$ cat src/logic/smis_pkg.sv
// Package for the system-control masked fault status block: register map,
// field positions, reset values, AXI4-Lite codes and the state carriers.
// Assumes a single 25 MHz clock with a synchronous, active-low reset.
//
// Functional notes
// - Each masked bit is raw AND mask, bit 1 also needs brown-out-to-reset cleared; the masked bits drive the interrupt.
// - Writing one to a masked bit clears it and the matching raw bit.
// - Bit 6 sets when the PLL ready timer expires; write one clears it.
// - Bit 5 sets when the regulator current-limit indication asserts; write one clears.
// - Bit 4 sets when the internal oscillator monitor reports a fault; write one clears.
// - Bit 3 sets when a main oscillator fault is detected; write one clears.
// - Bit 2 sets when the regulator output is out of regulation; write one clears.
// - Bit 1 interrupts only with its mask set and brown-out-to-reset cleared.
// - Bit 0 sets when the PLL stops oscillating; write one clears it.
// - Seven read-write mask bits at positions 0 to 6, reset to zero.
package smis_pkg;

  // ---------------------------------------------------------------------
  // Register map
  // ---------------------------------------------------------------------
  localparam int          SMIS_ADDR_W    = 12;
  localparam int          SMIS_DATA_W    = 32;
  localparam int          SMIS_NUM_EVT   = 7;
  localparam logic [11:0] SMIS_OFF_BOCTL = 12'h0030;  // Brown-out control.
  localparam logic [11:0] SMIS_OFF_RAW   = 12'h0050;  // Raw fault status, read only.
  localparam logic [11:0] SMIS_OFF_MASK  = 12'h0054;  // Fault interrupt mask.
  localparam logic [11:0] SMIS_OFF_MSC   = 12'h0058;  // Masked status and clear.

  // ---------------------------------------------------------------------
  // Field positions and reset values
  // ---------------------------------------------------------------------
  localparam int SMIS_BIT_PLL_LOCK  = 6;
  localparam int SMIS_BIT_CUR_LIMIT = 5;
  localparam int SMIS_BIT_INT_OSC   = 4;
  localparam int SMIS_BIT_MAIN_OSC  = 3;
  localparam int SMIS_BIT_REG_UNREG = 2;
  localparam int SMIS_BIT_BROWNOUT  = 1;
  localparam int SMIS_BIT_PLL_FAULT = 0;
  localparam int SMIS_BIT_BO_RESET  = 1;  // Brown-out-to-reset select in control reg.

  localparam logic [6:0] SMIS_MASK_RST  = 7'h00;
  localparam logic [6:0] SMIS_RAW_RST   = 7'h00;
  localparam logic       SMIS_BOSEL_RST = 1'b0;

  // ---------------------------------------------------------------------
  // AXI4-Lite response codes
  // ---------------------------------------------------------------------
  localparam logic [1:0] SMIS_RESP_OKAY   = 2'h0;
  localparam logic [1:0] SMIS_RESP_SLVERR = 2'h2;

  // ---------------------------------------------------------------------
  // Carriers
  // ---------------------------------------------------------------------
  // Fault detector inputs, one level per source.
  typedef struct packed {
    logic pll_lock_ready;
    logic current_limit;
    logic int_osc_fault;
    logic main_osc_fault;
    logic regulator_unreg;
    logic brownout;
    logic pll_fault;
  } smis_evt_t;

  // State of the top module, apart from the synchroniser and raw status banks.
  typedef struct packed {
    logic [6:0]  fault_irq_mask;
    logic        brownout_to_reset_select;
    logic        aw_got;
    logic        w_got;
    logic [11:0] aw_addr;
    logic [31:0] w_data;
    logic [3:0]  w_strb;
    logic        awready;
    logic        wready;
    logic        bvalid;
    logic [1:0]  bresp;
    logic        arready;
    logic        rvalid;
    logic [31:0] rdata;
    logic [1:0]  rresp;
    logic        irq;
  } smis_state_t;

endpackage

$ cat src/logic/smis_sync.sv
// Three-stage synchroniser bank for the fault detector levels.
// Assumes the detector outputs are asynchronous to aclk.
`timescale 1ns/1ps
module smis_sync
  import smis_pkg::*;
#(
  parameter int W = 7
) (
  input  wire logic         aclk,     // System clock.
  input  wire logic         aresetn,  // Synchronous reset, active low.
  input  wire logic [W-1:0] async_i,  // Raw detector levels.
  output logic      [W-1:0] level_o   // Filtered level, valid once two stages agree.
);

  typedef struct packed {
    logic [W-1:0] s1;
    logic [W-1:0] s2;
    logic [W-1:0] s3;
    logic [W-1:0] lvl;
  } smis_sync_state_t;

  smis_sync_state_t q;
  smis_sync_state_t d;

  // A change is accepted only when stages two and three agree.
  always_comb begin
    d     = q;
    d.s1  = async_i;
    d.s2  = q.s1;
    d.s3  = q.s2;
    d.lvl = (q.s2 & q.s3) | (q.lvl & (q.s2 | q.s3));
  end

  // State register.
  always_ff @(posedge aclk) begin
    if (!aresetn) begin
      q <= '0;
    end else begin
      q <= d;
    end
  end

  assign level_o = q.lvl;

endmodule

$ cat src/logic/smis_flag.sv
// Bank of sticky flags with set and clear strobes.
// Assumes set and clear come from logic on the same clock.
`timescale 1ns/1ps
module smis_flag
  import smis_pkg::*;
#(
  parameter int         W   = 7,
  parameter logic [6:0] RST = SMIS_RAW_RST
) (
  input  wire logic         aclk,     // System clock.
  input  wire logic         aresetn,  // Synchronous reset, active low.
  input  wire logic [W-1:0] set_i,    // Set request per bit, level.
  input  wire logic [W-1:0] clr_i,    // Clear request per bit, one-cycle pulse.
  output logic      [W-1:0] flags_o   // Current flags, registered.
);

  typedef struct packed {
    logic [W-1:0] flags;
  } smis_flag_state_t;

  smis_flag_state_t q;
  smis_flag_state_t d;

  // Set beats clear so an event in the clearing cycle is not lost.
  always_comb begin
    d       = q;
    d.flags = (q.flags & ~clr_i) | set_i;
  end

  // State register.
  always_ff @(posedge aclk) begin
    if (!aresetn) begin
      q.flags <= RST[W-1:0];
    end else begin
      q <= d;
    end
  end

  assign flags_o = q.flags;

endmodule

$ cat src/logic/smis_top.sv
// Top of the masked fault status block: AXI4-Lite slave, mask and
// brown-out control registers, masked status with write-one-to-clear,
// and the level interrupt toward the processor.
// Assumes fault detectors drive asynchronous levels and that software
// reaches the registers through one AXI4-Lite master.
`timescale 1ns/1ps
module smis_top
  import smis_pkg::*;
#(
  parameter int NUM_EVT = SMIS_NUM_EVT,
  parameter int ADDR_W  = SMIS_ADDR_W
) (
  input  wire logic              aclk,           // System clock, 25 MHz.
  input  wire logic              aresetn,        // Synchronous reset, active low.
  input  wire smis_evt_t         fault_evt,      // Fault detector levels.
  input  wire logic [ADDR_W-1:0] s_axi_awaddr,   // Write address.
  input  wire logic [2:0]        s_axi_awprot,   // Write protection, unused.
  input  wire logic              s_axi_awvalid,  // Write address valid.
  output logic                   s_axi_awready,  // Write address ready.
  input  wire logic [31:0]       s_axi_wdata,    // Write data.
  input  wire logic [3:0]        s_axi_wstrb,    // Write byte strobes.
  input  wire logic              s_axi_wvalid,   // Write data valid.
  output logic                   s_axi_wready,   // Write data ready.
  output logic [1:0]             s_axi_bresp,    // Write response code.
  output logic                   s_axi_bvalid,   // Write response valid.
  input  wire logic              s_axi_bready,   // Write response ready.
  input  wire logic [ADDR_W-1:0] s_axi_araddr,   // Read address.
  input  wire logic [2:0]        s_axi_arprot,   // Read protection, unused.
  input  wire logic              s_axi_arvalid,  // Read address valid.
  output logic                   s_axi_arready,  // Read address ready.
  output logic [31:0]            s_axi_rdata,    // Read data.
  output logic [1:0]             s_axi_rresp,    // Read response code.
  output logic                   s_axi_rvalid,   // Read data valid.
  input  wire logic              s_axi_rready,   // Read data ready.
  output logic                   fault_irq       // Interrupt request, level.
);

  // ---------------------------------------------------------------------
  // Helper functions
  // ---------------------------------------------------------------------

  // Word-aligned address match; the two low bits are byte lanes only.
  function automatic logic addr_hit(input logic [ADDR_W-1:0] addr,
                                    input logic [11:0]       off);
    addr_hit = (addr[ADDR_W-1:2] == off[ADDR_W-1:2]);
  endfunction

  // Masked status: raw AND mask, with brown-out held off in reset mode.
  function automatic logic [6:0] masked_of(input logic [6:0] raw,
                                           input logic [6:0] mask,
                                           input logic       bo_sel);
    logic [6:0] m;
    m                   = raw & mask;
    m[SMIS_BIT_BROWNOUT] = m[SMIS_BIT_BROWNOUT] & ~bo_sel;
    masked_of           = m;
  endfunction

  // True when the address is one of the mapped registers.
  function automatic logic addr_mapped(input logic [ADDR_W-1:0] addr);
    addr_mapped = addr_hit(addr, SMIS_OFF_BOCTL) | addr_hit(addr, SMIS_OFF_RAW) |
                  addr_hit(addr, SMIS_OFF_MASK)  | addr_hit(addr, SMIS_OFF_MSC);
  endfunction

  // ---------------------------------------------------------------------
  // Event capture
  // ---------------------------------------------------------------------

  logic [NUM_EVT-1:0] evt_level;
  logic [NUM_EVT-1:0] raw_fault_status;
  logic [NUM_EVT-1:0] raw_clr;
  logic [NUM_EVT-1:0] evt_vec;

  // Pack the detector levels into status bit order, bit 6 down to bit 0.
  always_comb begin
    evt_vec                     = '0;
    evt_vec[SMIS_BIT_PLL_LOCK]  = fault_evt.pll_lock_ready;
    evt_vec[SMIS_BIT_CUR_LIMIT] = fault_evt.current_limit;
    evt_vec[SMIS_BIT_INT_OSC]   = fault_evt.int_osc_fault;
    evt_vec[SMIS_BIT_MAIN_OSC]  = fault_evt.main_osc_fault;
    evt_vec[SMIS_BIT_REG_UNREG] = fault_evt.regulator_unreg;
    evt_vec[SMIS_BIT_BROWNOUT]  = fault_evt.brownout;
    evt_vec[SMIS_BIT_PLL_FAULT] = fault_evt.pll_fault;
  end

  // Detector levels come from other clock sources, so filter them first.
  smis_sync #(
    .W (NUM_EVT)
  ) u_sync (
    .aclk    (aclk),
    .aresetn (aresetn),
    .async_i (evt_vec),
    .level_o (evt_level)
  );

  // Raw status bits. While a detector still reports its condition the
  // bit stays set, so a clear only sticks once the condition is gone.
  smis_flag #(
    .W   (NUM_EVT),
    .RST (SMIS_RAW_RST)
  ) u_raw (
    .aclk    (aclk),
    .aresetn (aresetn),
    .set_i   (evt_level),
    .clr_i   (raw_clr),
    .flags_o (raw_fault_status)
  );

  // ---------------------------------------------------------------------
  // State
  // ---------------------------------------------------------------------

  smis_state_t q;
  smis_state_t d;

  logic       wr_fire;
  logic       wr_lane0;
  logic [6:0] wr_bits;
  logic [6:0] masked_now;

  // Current masked view, used by reads and the interrupt.
  assign masked_now = masked_of(raw_fault_status, q.fault_irq_mask,
                                q.brownout_to_reset_select);

  // A write is carried out once both address and data are held and the
  // previous response has been taken.
  assign wr_fire  = q.aw_got & q.w_got & ~q.bvalid;
  assign wr_lane0 = q.w_strb[0];
  assign wr_bits  = q.w_data[6:0];

  // Write-one-to-clear on the masked register also clears the raw bit.
  // The clear goes to the raw bank whatever the mask; zeros do nothing.
  always_comb begin
    raw_clr = '0;
    if (wr_fire && wr_lane0 && addr_hit(q.aw_addr, SMIS_OFF_MSC)) begin
      raw_clr = wr_bits[NUM_EVT-1:0];
    end
  end

  // ---------------------------------------------------------------------
  // Next-state logic: bus slave, registers and interrupt
  // ---------------------------------------------------------------------
  always_comb begin
    d = q;

    // Write address channel: hold one address until the write completes.
    if (s_axi_awvalid && q.awready) begin
      d.aw_got  = 1'b1;
      d.aw_addr = s_axi_awaddr[11:0];
    end

    // Write data channel, taken independently of the address.
    if (s_axi_wvalid && q.wready) begin
      d.w_got  = 1'b1;
      d.w_data = s_axi_wdata;
      d.w_strb = s_axi_wstrb;
    end

    // Register update and response once both halves are in.
    if (wr_fire) begin
      d.aw_got = 1'b0;
      d.w_got  = 1'b0;
      d.bvalid = 1'b1;
      d.bresp  = addr_mapped(q.aw_addr) ? SMIS_RESP_OKAY : SMIS_RESP_SLVERR;
      if (wr_lane0 && addr_hit(q.aw_addr, SMIS_OFF_MASK)) begin
        d.fault_irq_mask = wr_bits;
      end
      if (wr_lane0 && addr_hit(q.aw_addr, SMIS_OFF_BOCTL)) begin
        d.brownout_to_reset_select = q.w_data[SMIS_BIT_BO_RESET];
      end
      // Upper bits of the masked register are ignored on write.
    end

    // Response stands until the master takes it.
    if (q.bvalid && s_axi_bready) begin
      d.bvalid = 1'b0;
      d.bresp  = SMIS_RESP_OKAY;
    end

    // Ready only while the matching half is still missing and no
    // response is pending; this keeps one write in flight at a time.
    d.awready = ~d.aw_got & ~d.bvalid;
    d.wready  = ~d.w_got & ~d.bvalid;

    // Read channel: data come from the state before the taking edge.
    if (s_axi_arvalid && q.arready) begin
      d.rvalid = 1'b1;
      d.rresp  = SMIS_RESP_OKAY;
      d.rdata  = '0;  // Reserved bits read as zero.
      if (addr_hit(s_axi_araddr, SMIS_OFF_MSC)) begin
        d.rdata[6:0] = masked_now;
      end else if (addr_hit(s_axi_araddr, SMIS_OFF_RAW)) begin
        d.rdata[6:0] = raw_fault_status;
      end else if (addr_hit(s_axi_araddr, SMIS_OFF_MASK)) begin
        d.rdata[6:0] = q.fault_irq_mask;
      end else if (addr_hit(s_axi_araddr, SMIS_OFF_BOCTL)) begin
        d.rdata[SMIS_BIT_BO_RESET] = q.brownout_to_reset_select;
      end else begin
        d.rresp = SMIS_RESP_SLVERR;
      end
    end

    // Read data stand until the master takes them.
    if (q.rvalid && s_axi_rready) begin
      d.rvalid = 1'b0;
    end
    d.arready = ~d.rvalid;

    // Level interrupt, high while any masked bit is set.
    d.irq = |masked_now;
  end

  // ---------------------------------------------------------------------
  // State register
  // ---------------------------------------------------------------------

  // Synchronous reset; every field takes a constant.
  always_ff @(posedge aclk) begin
    if (!aresetn) begin
      q                          <= '0;
      q.fault_irq_mask           <= SMIS_MASK_RST;
      q.brownout_to_reset_select <= SMIS_BOSEL_RST;
      q.bresp                    <= SMIS_RESP_OKAY;
      q.rresp                    <= SMIS_RESP_OKAY;
    end else begin
      q <= d;
    end
  end

  // ---------------------------------------------------------------------
  // Outputs, all straight from the state register
  // ---------------------------------------------------------------------
  assign s_axi_awready = q.awready;
  assign s_axi_wready  = q.wready;
  assign s_axi_bvalid  = q.bvalid;
  assign s_axi_bresp   = q.bresp;
  assign s_axi_arready = q.arready;
  assign s_axi_rvalid  = q.rvalid;
  assign s_axi_rdata   = q.rdata;
  assign s_axi_rresp   = q.rresp;
  assign fault_irq     = q.irq;

endmodule

$ cat config.mk
export PLATFORM = sky130hd
export DESIGN_NAME = smis_top
export DESIGN_NICKNAME = d
export VERILOG_FILES = /design/src/logic/smis_pkg.sv /design/src/logic/smis_sync.sv /design/src/logic/smis_flag.sv /design/src/logic/smis_top.sv
export SDC_FILE = /design/constraint.sdc
export NUM_CORES = 1
export LEC_CHECK = 0
export ABC_AREA = 1
export ABC_CLOCK_PERIOD_IN_PS = 1880
export BUFFER_PORTS_ARGS = -buffer_cell sky130_fd_sc_hd__clkbuf_2
export CORE_MARGIN = 2
export CORE_UTILIZATION = 55
export CTS_BUF_LIST = sky130_fd_sc_hd__clkbuf_4 sky130_fd_sc_hd__clkbuf_8
export DETAILED_ROUTE_END_ITERATION = 8
export GPL_ROUTABILITY_DRIVEN = 0
export PLACE_DENSITY = 0.92
export SLEW_MARGIN = 5
export SYNTH_ARGS = -nofsm -noshare
export SYNTH_HDL_FRONTEND = slang
export SYNTH_SLANG_ARGS = --single-unit
$ cat constraint.sdc
create_clock -name aclk -period 1.88 [get_ports aclk]
set_clock_uncertainty 0.1 [all_clocks]
set_input_delay 0.188 -clock aclk [delete_from_list [all_inputs] [get_ports aclk]]
set_output_delay 0.188 -clock aclk [all_outputs]
set_load 0.02 [all_outputs]
* After elaboration in Yosys (flattened, before gate mapping)
Cells that the tools add are included.
Word-level totals: flip-flop bits (word level) 82, bits of input ports 80
Cells by class: equality and inequality tests 8, muxes and demuxes 19, bitwise logic cells 23, reduce and logical (&&, ||, !) cells 13
Operators with widths (count):
- equality test 10 x 5 -> 1 bit (second input constant) | 6
- 2-to-1 mux 35 bit | 1
- bitwise AND 7 bit | 4
- 2-to-1 mux 7 bit | 3
- OR 7 bit | 3
- equality test 10 x 4 -> 1 bit (second input constant) | 2
- 2-to-1 mux 2 bit | 6
- logical AND 1 bit | 9
- NOT 1 bit | 7
- NOT 7 bit | 1
- OR reduction 7 bit | 1
- 2-to-1 mux 1 bit | 6
- 2-to-1 mux 3 bit | 2
- bitwise AND 1 bit | 5
- 2-to-1 mux 5 bit | 1
- AND reduction 2 bit | 2
- OR 1 bit | 3
- OR reduction 2 bit | 1

* Depth between registers and ports, before layout
depth in word-level cells 9, depth in mapped cells 9

* Hierarchy
Synthesis repeated with hierarchy kept, for this count alone.
Second synthesis, totals: cells, all modules 451, area, all modules 3429.5 um^2
Modules (own cells, without submodules):
- smis_top | instances 1, cells an instance 314, area each 2240.9 um^2, seq. area each 860.8 um^2
- smis_sync | instances 1, cells an instance 101, area each 904.6 um^2, seq. area each 560.5 um^2
- smis_flag | instances 1, cells an instance 36, area each 284.0 um^2, seq. area each 140.1 um^2

* Worst setup path after synthesis
OpenSTA, ideal clock, no wires.
kind register to register, start register q, in the netlist s_axi_bvalid, end register q[98] (netlist bit), setup time 0.117 ns, arrival 1.149 ns, data required time 1.663 ns, slack 0.515 ns, cell stages (with the launch flop) 8, path buffers 1, clock period less this slack 1.365 ns, cells stage by stage dfxtp_1 -> inv_1 -> nand3_1 -> nor2_1 -> nand3_2 -> buf_6 -> o21ai_1 -> a21oi_1
Between the ends: cells in the longest elaborated chain, start to end 3
RTL lines:
- from (decl) | RTL line smis_top.sv:112 | smis_state_t q;
- NOT 1 bit | RTL line smis_top.sv:126 | assign wr_fire = q.aw_got & q.w_got & ~q.bvalid;
- bitwise AND 1 bit | RTL line smis_top.sv:126
- AND reduction 2 bit (no source line)
No other way between the ends. A chain may end at the register's enable or synchronous reset.

* Worst setup path in the final report
start register q, in the netlist s_axi_bvalid, end register u_raw.q, in the netlist u_raw.flags_o[6]
Between the ends: cells in the longest elaborated chain, start to end 8
RTL lines:
- NOT 1 bit | RTL line smis_top.sv:126
- bitwise AND 1 bit | RTL line smis_top.sv:126
- logical AND 1 bit (2 in a row) | RTL line smis_top.sv:134 | if (wr_fire && wr_lane0 && addr_hit(q.aw_addr, SMIS_OFF_MSC)) begin
- 2-to-1 mux 7 bit | RTL line smis_top.sv:134
- NOT 7 bit | RTL line smis_flag.sv:27 | d.flags = (q.flags & ~clr_i) | set_i;
- bitwise AND 7 bit | RTL line smis_flag.sv:27
- OR 7 bit | RTL line smis_flag.sv:27
- to (decl) | RTL line smis_flag.sv:21 | smis_flag_state_t q;
No other way between the ends.

==> summary.txt <==
Timing
  – Min Tclk post-route: 1.704 ns
  – Slew Viols, Final: 0
  – Setup TNS: 0 ns
  – Setup violators final: 0
  – Post-route setup slack: 0.1757 ns
  – Worst slew pin tran: 0.5332 ns
  – Fin crit share: 90.65%
  – Unrepaired setup endpoints after global routing: no
  – F_max: 586.8 MHz
  – Final number of hold-violating endpoints: 0
  – Max-slew headroom: 64.42%

Run status
  – Outcome: finished clean

Cells and area
  – Ant diodes: 0
  – Layout area overhead: 12.68%
  – Nets: 578
  – Fill cells: 508
  – Non-filler cells, final: 577
  – Layout cells sized above 1: 16.33%

Pwr
  – Pint: 2338 uW
  – Share of total power in the clock network: 33.6%
  – Leak pwr: 0.001753 uW
  – Gate power share: 11.1%
  – Post-layout power: 3184 uW
  – Pwr dens: 860.0 nW/um^2
  – Switching Fraction: 26.57%
  – P_sw: 846.0 uW
  – Max VDD drop: 0.5744 mV
  – Register share of total power: 55.3%

Synthesis
  – Top cells by count, synth: dfxtp_1, inv_1, nand2_1
  – Yosys reg bits: 78
  – Post-synth ARST share: 0%
  – Synth top area share: 47.52%
  – Syn_area_per_cell: 7.434 sq um
  – Register area share after synthesis: 47.52%
  – Yosys warning count: 0
  – Synth top area cells: dfxtp_1, buf_4, inv_1
  – Synth Flop Type: dfxtp_1
  – Count of different cell masters after synthesis: 24
  – Cells after synthesis: 442
  – Mapped Area: 3286 sq um
  – EDFF count, synth: 0
  – Post-synth top area cell: dfxtp_1
  – Count leader, synth: dfxtp_1

Min path
  – Worst hold-check path type: in2reg

Clock network
  – CTS resizes: 0
  – Total CTS buffers: 9
  – Clk pin slew, worst setup/hold paths: 0.07 ns
  – Worst-skew pair later-pin latency: 0.35 ns
  – CTS H-tree lvls: 3
  – CTS tree: built
  – CTS Sinks: 78
  – CTS max path bufs: 2
  – Clock Tree Root: clkbuf_8

Die
  – Die ar.: 6608 sq um
  – DIE WIDTH: 81.29 um
  – Starting density of the core: 56.16%
  – # IOs: 122
  – Die height: 81.29 um
  – Row count: 28
  – Core area: 5851 sq um

Worst setup path
  – Critical-path cell list: inv_1 > nand3_1 > nor2_1 > nand3_1 > o21ai_0 > a21oi_1
  – Cell mode on critical path: nand3_1
  – CP bufs+invs: 1
  – CP Class: reg2reg
  – Arrival @ worst endpoint: 1.81 ns
  – Critical Path Source Type: register
  – CP top delay family: simple AND/OR/NAND/NOR gates
  – Crit. End Element: register
  – Crit-path max cell delay: 0.33 ns
  – Worst-path fanout max: 7
  – Critical Path Slowest Stage Cell: dfxtp_1
  – Worst endpoint required time: 1.98 ns

Route
  – Via count: 2774
  – Initial DRT Pass Iterations: 4
  – DRT iter0 DRCs: 111
  – Aggregate routed wire length: 6488 um
  – Routed len/inst: 11.24 um
  – Antenna viol nets, final: 0
  – Vias per inst: 4.808
  – DR DRC count: 0

Place
  – Dpl cells: 553
  – IO buf count: 56
  – Place WS: 0.2890 ns
  – HPWL Detailed: 4600 um

Global route
  – First-pass GRT wire length: 10720 um
  – All-Layer GR Usage: 21.29%
  – Number of global-route vias before repair: 2553
  – Gr ovfl total: 0
  – Largest net degree at the start of global routing: 29
  – Initial antenna violation count: 0

Flow run
  – Max-Cap Viols: 0
[timing repair]
item,in CTS,in global routing
hold endpoints to repair,9,0
setup buffers,0,0
hold buffers,9,0
[power groups by stage]
stage | combinational, uW | sequential [uW] | clock (uW)
floorplan | 283 | 1800 | 0
global placement | 321 | 1790 | 0
detailed placement | 334 | 1800 | 0
CTS | 352 | 1760 | 1090
global route | 399 | 1770 | 1160
finish | 354 | 1760 | 1070
[sequential cells by signal (all words and copies together) (netlist names), 7 cells and up]
signal          count
q                  28
u_sync.d           14
u_sync.level_o      7
u_raw.flags_o       7
s_axi_rdata         7
u_sync.q            7
[worst reg2reg max path, stage by stage, from the launching register on]
cell and delay, ns:
dfxtp_1 0.33, inv_1 0.08, nand3_1 0.13, nor2_1 0.24
nand3_1 0.27, o21ai_0 0.30, a21oi_1 0.12
[metal layers]
| layer | GRT usage, % | wire length, um |
|---|---|---|
| met2 | 36.39 | 3183 |
| met1 | 23.22 | 2737 |
| met3 | 6.222 | 388 |
| met5 | 0 | 0 |
| met4 | 12.71 | 178 |
[cells by family after synthesis]
| family | Yosys count | share of synthesized area [%] |
|---|---|---|
| buffers and inverters | 119 | 17.97 |
| flip-flops | 78 | 47.52 |
| other | 1 | 0.1141 |
| AO/OA/AOI/OAI | 95 | 15.00 |
| AND/OR/NAND/NOR | 149 | 19.38 |
[per-stage QoR]
step / hold WS (ns) / util (%) / area, sq um
after floorplan: 0.1856 / - / 3383
after global placement: 0.2688 / 58.94 / 3448
after detailed placement: 0.2739 / 58.94 / 3448
after CTS: 0.003838 / 63.28 / 3702
after global routing: 0.03173 / 63.28 / 3702
final: 0.01822 / 63.28 / 3702
[layout make-up]
| type | instances | area (sq um) | share of cell area, % |
|---|---|---|---|
| inverter | 71 | 266.5 | 7.198 |
| clock inverter | 4 | 25.02 | 0.6759 |
| multi-input combinational | 271 | 1231 | 33.25 |
| timing repair buffer | 67 | 385.4 | 10.41 |
| clock buffer | 11 | 138.9 | 3.751 |
| tap | 75 | 93.84 | 2.535 |
| sequential | 78 | 1562 | 42.18 |
[cell usage in the layout (no fill, tap or decap), types with 3 or more instances in the layout]
cell           count
clkbuf_8           9
clkbuf_2          56
dlygate4sd3_1      9
o22ai_1            4
nor3_1             3
nand2_1           63
dfxtp_1           78
nand3_1           10
inv_1             71
o21ai_0           49
a21oi_1           37
nor2_1            57
nor4_1             3
conb_1            27
nand4_1            6
[path summary, 6_finish.rpt]
kind                                 from                          end  slack (ns)  cells after the start
hold / removal            s_axi_awaddr[8]           q[86]$_SDFFE_PN0P_        0.02                      3
hold reg to reg   u_sync.d[14]$_SDFF_PN0_       u_sync.d[7]$_SDFF_PN0_        0.31                      2
setup reg to reg  s_axi_bvalid$_SDFF_PN0_  u_raw.flags_o[6]$_SDFF_PN0_        0.18                      6
setup / recovery  s_axi_bvalid$_SDFF_PN0_  u_raw.flags_o[6]$_SDFF_PN0_        0.18                      6
No activity file was read; power rests on OpenSTA's default activity.
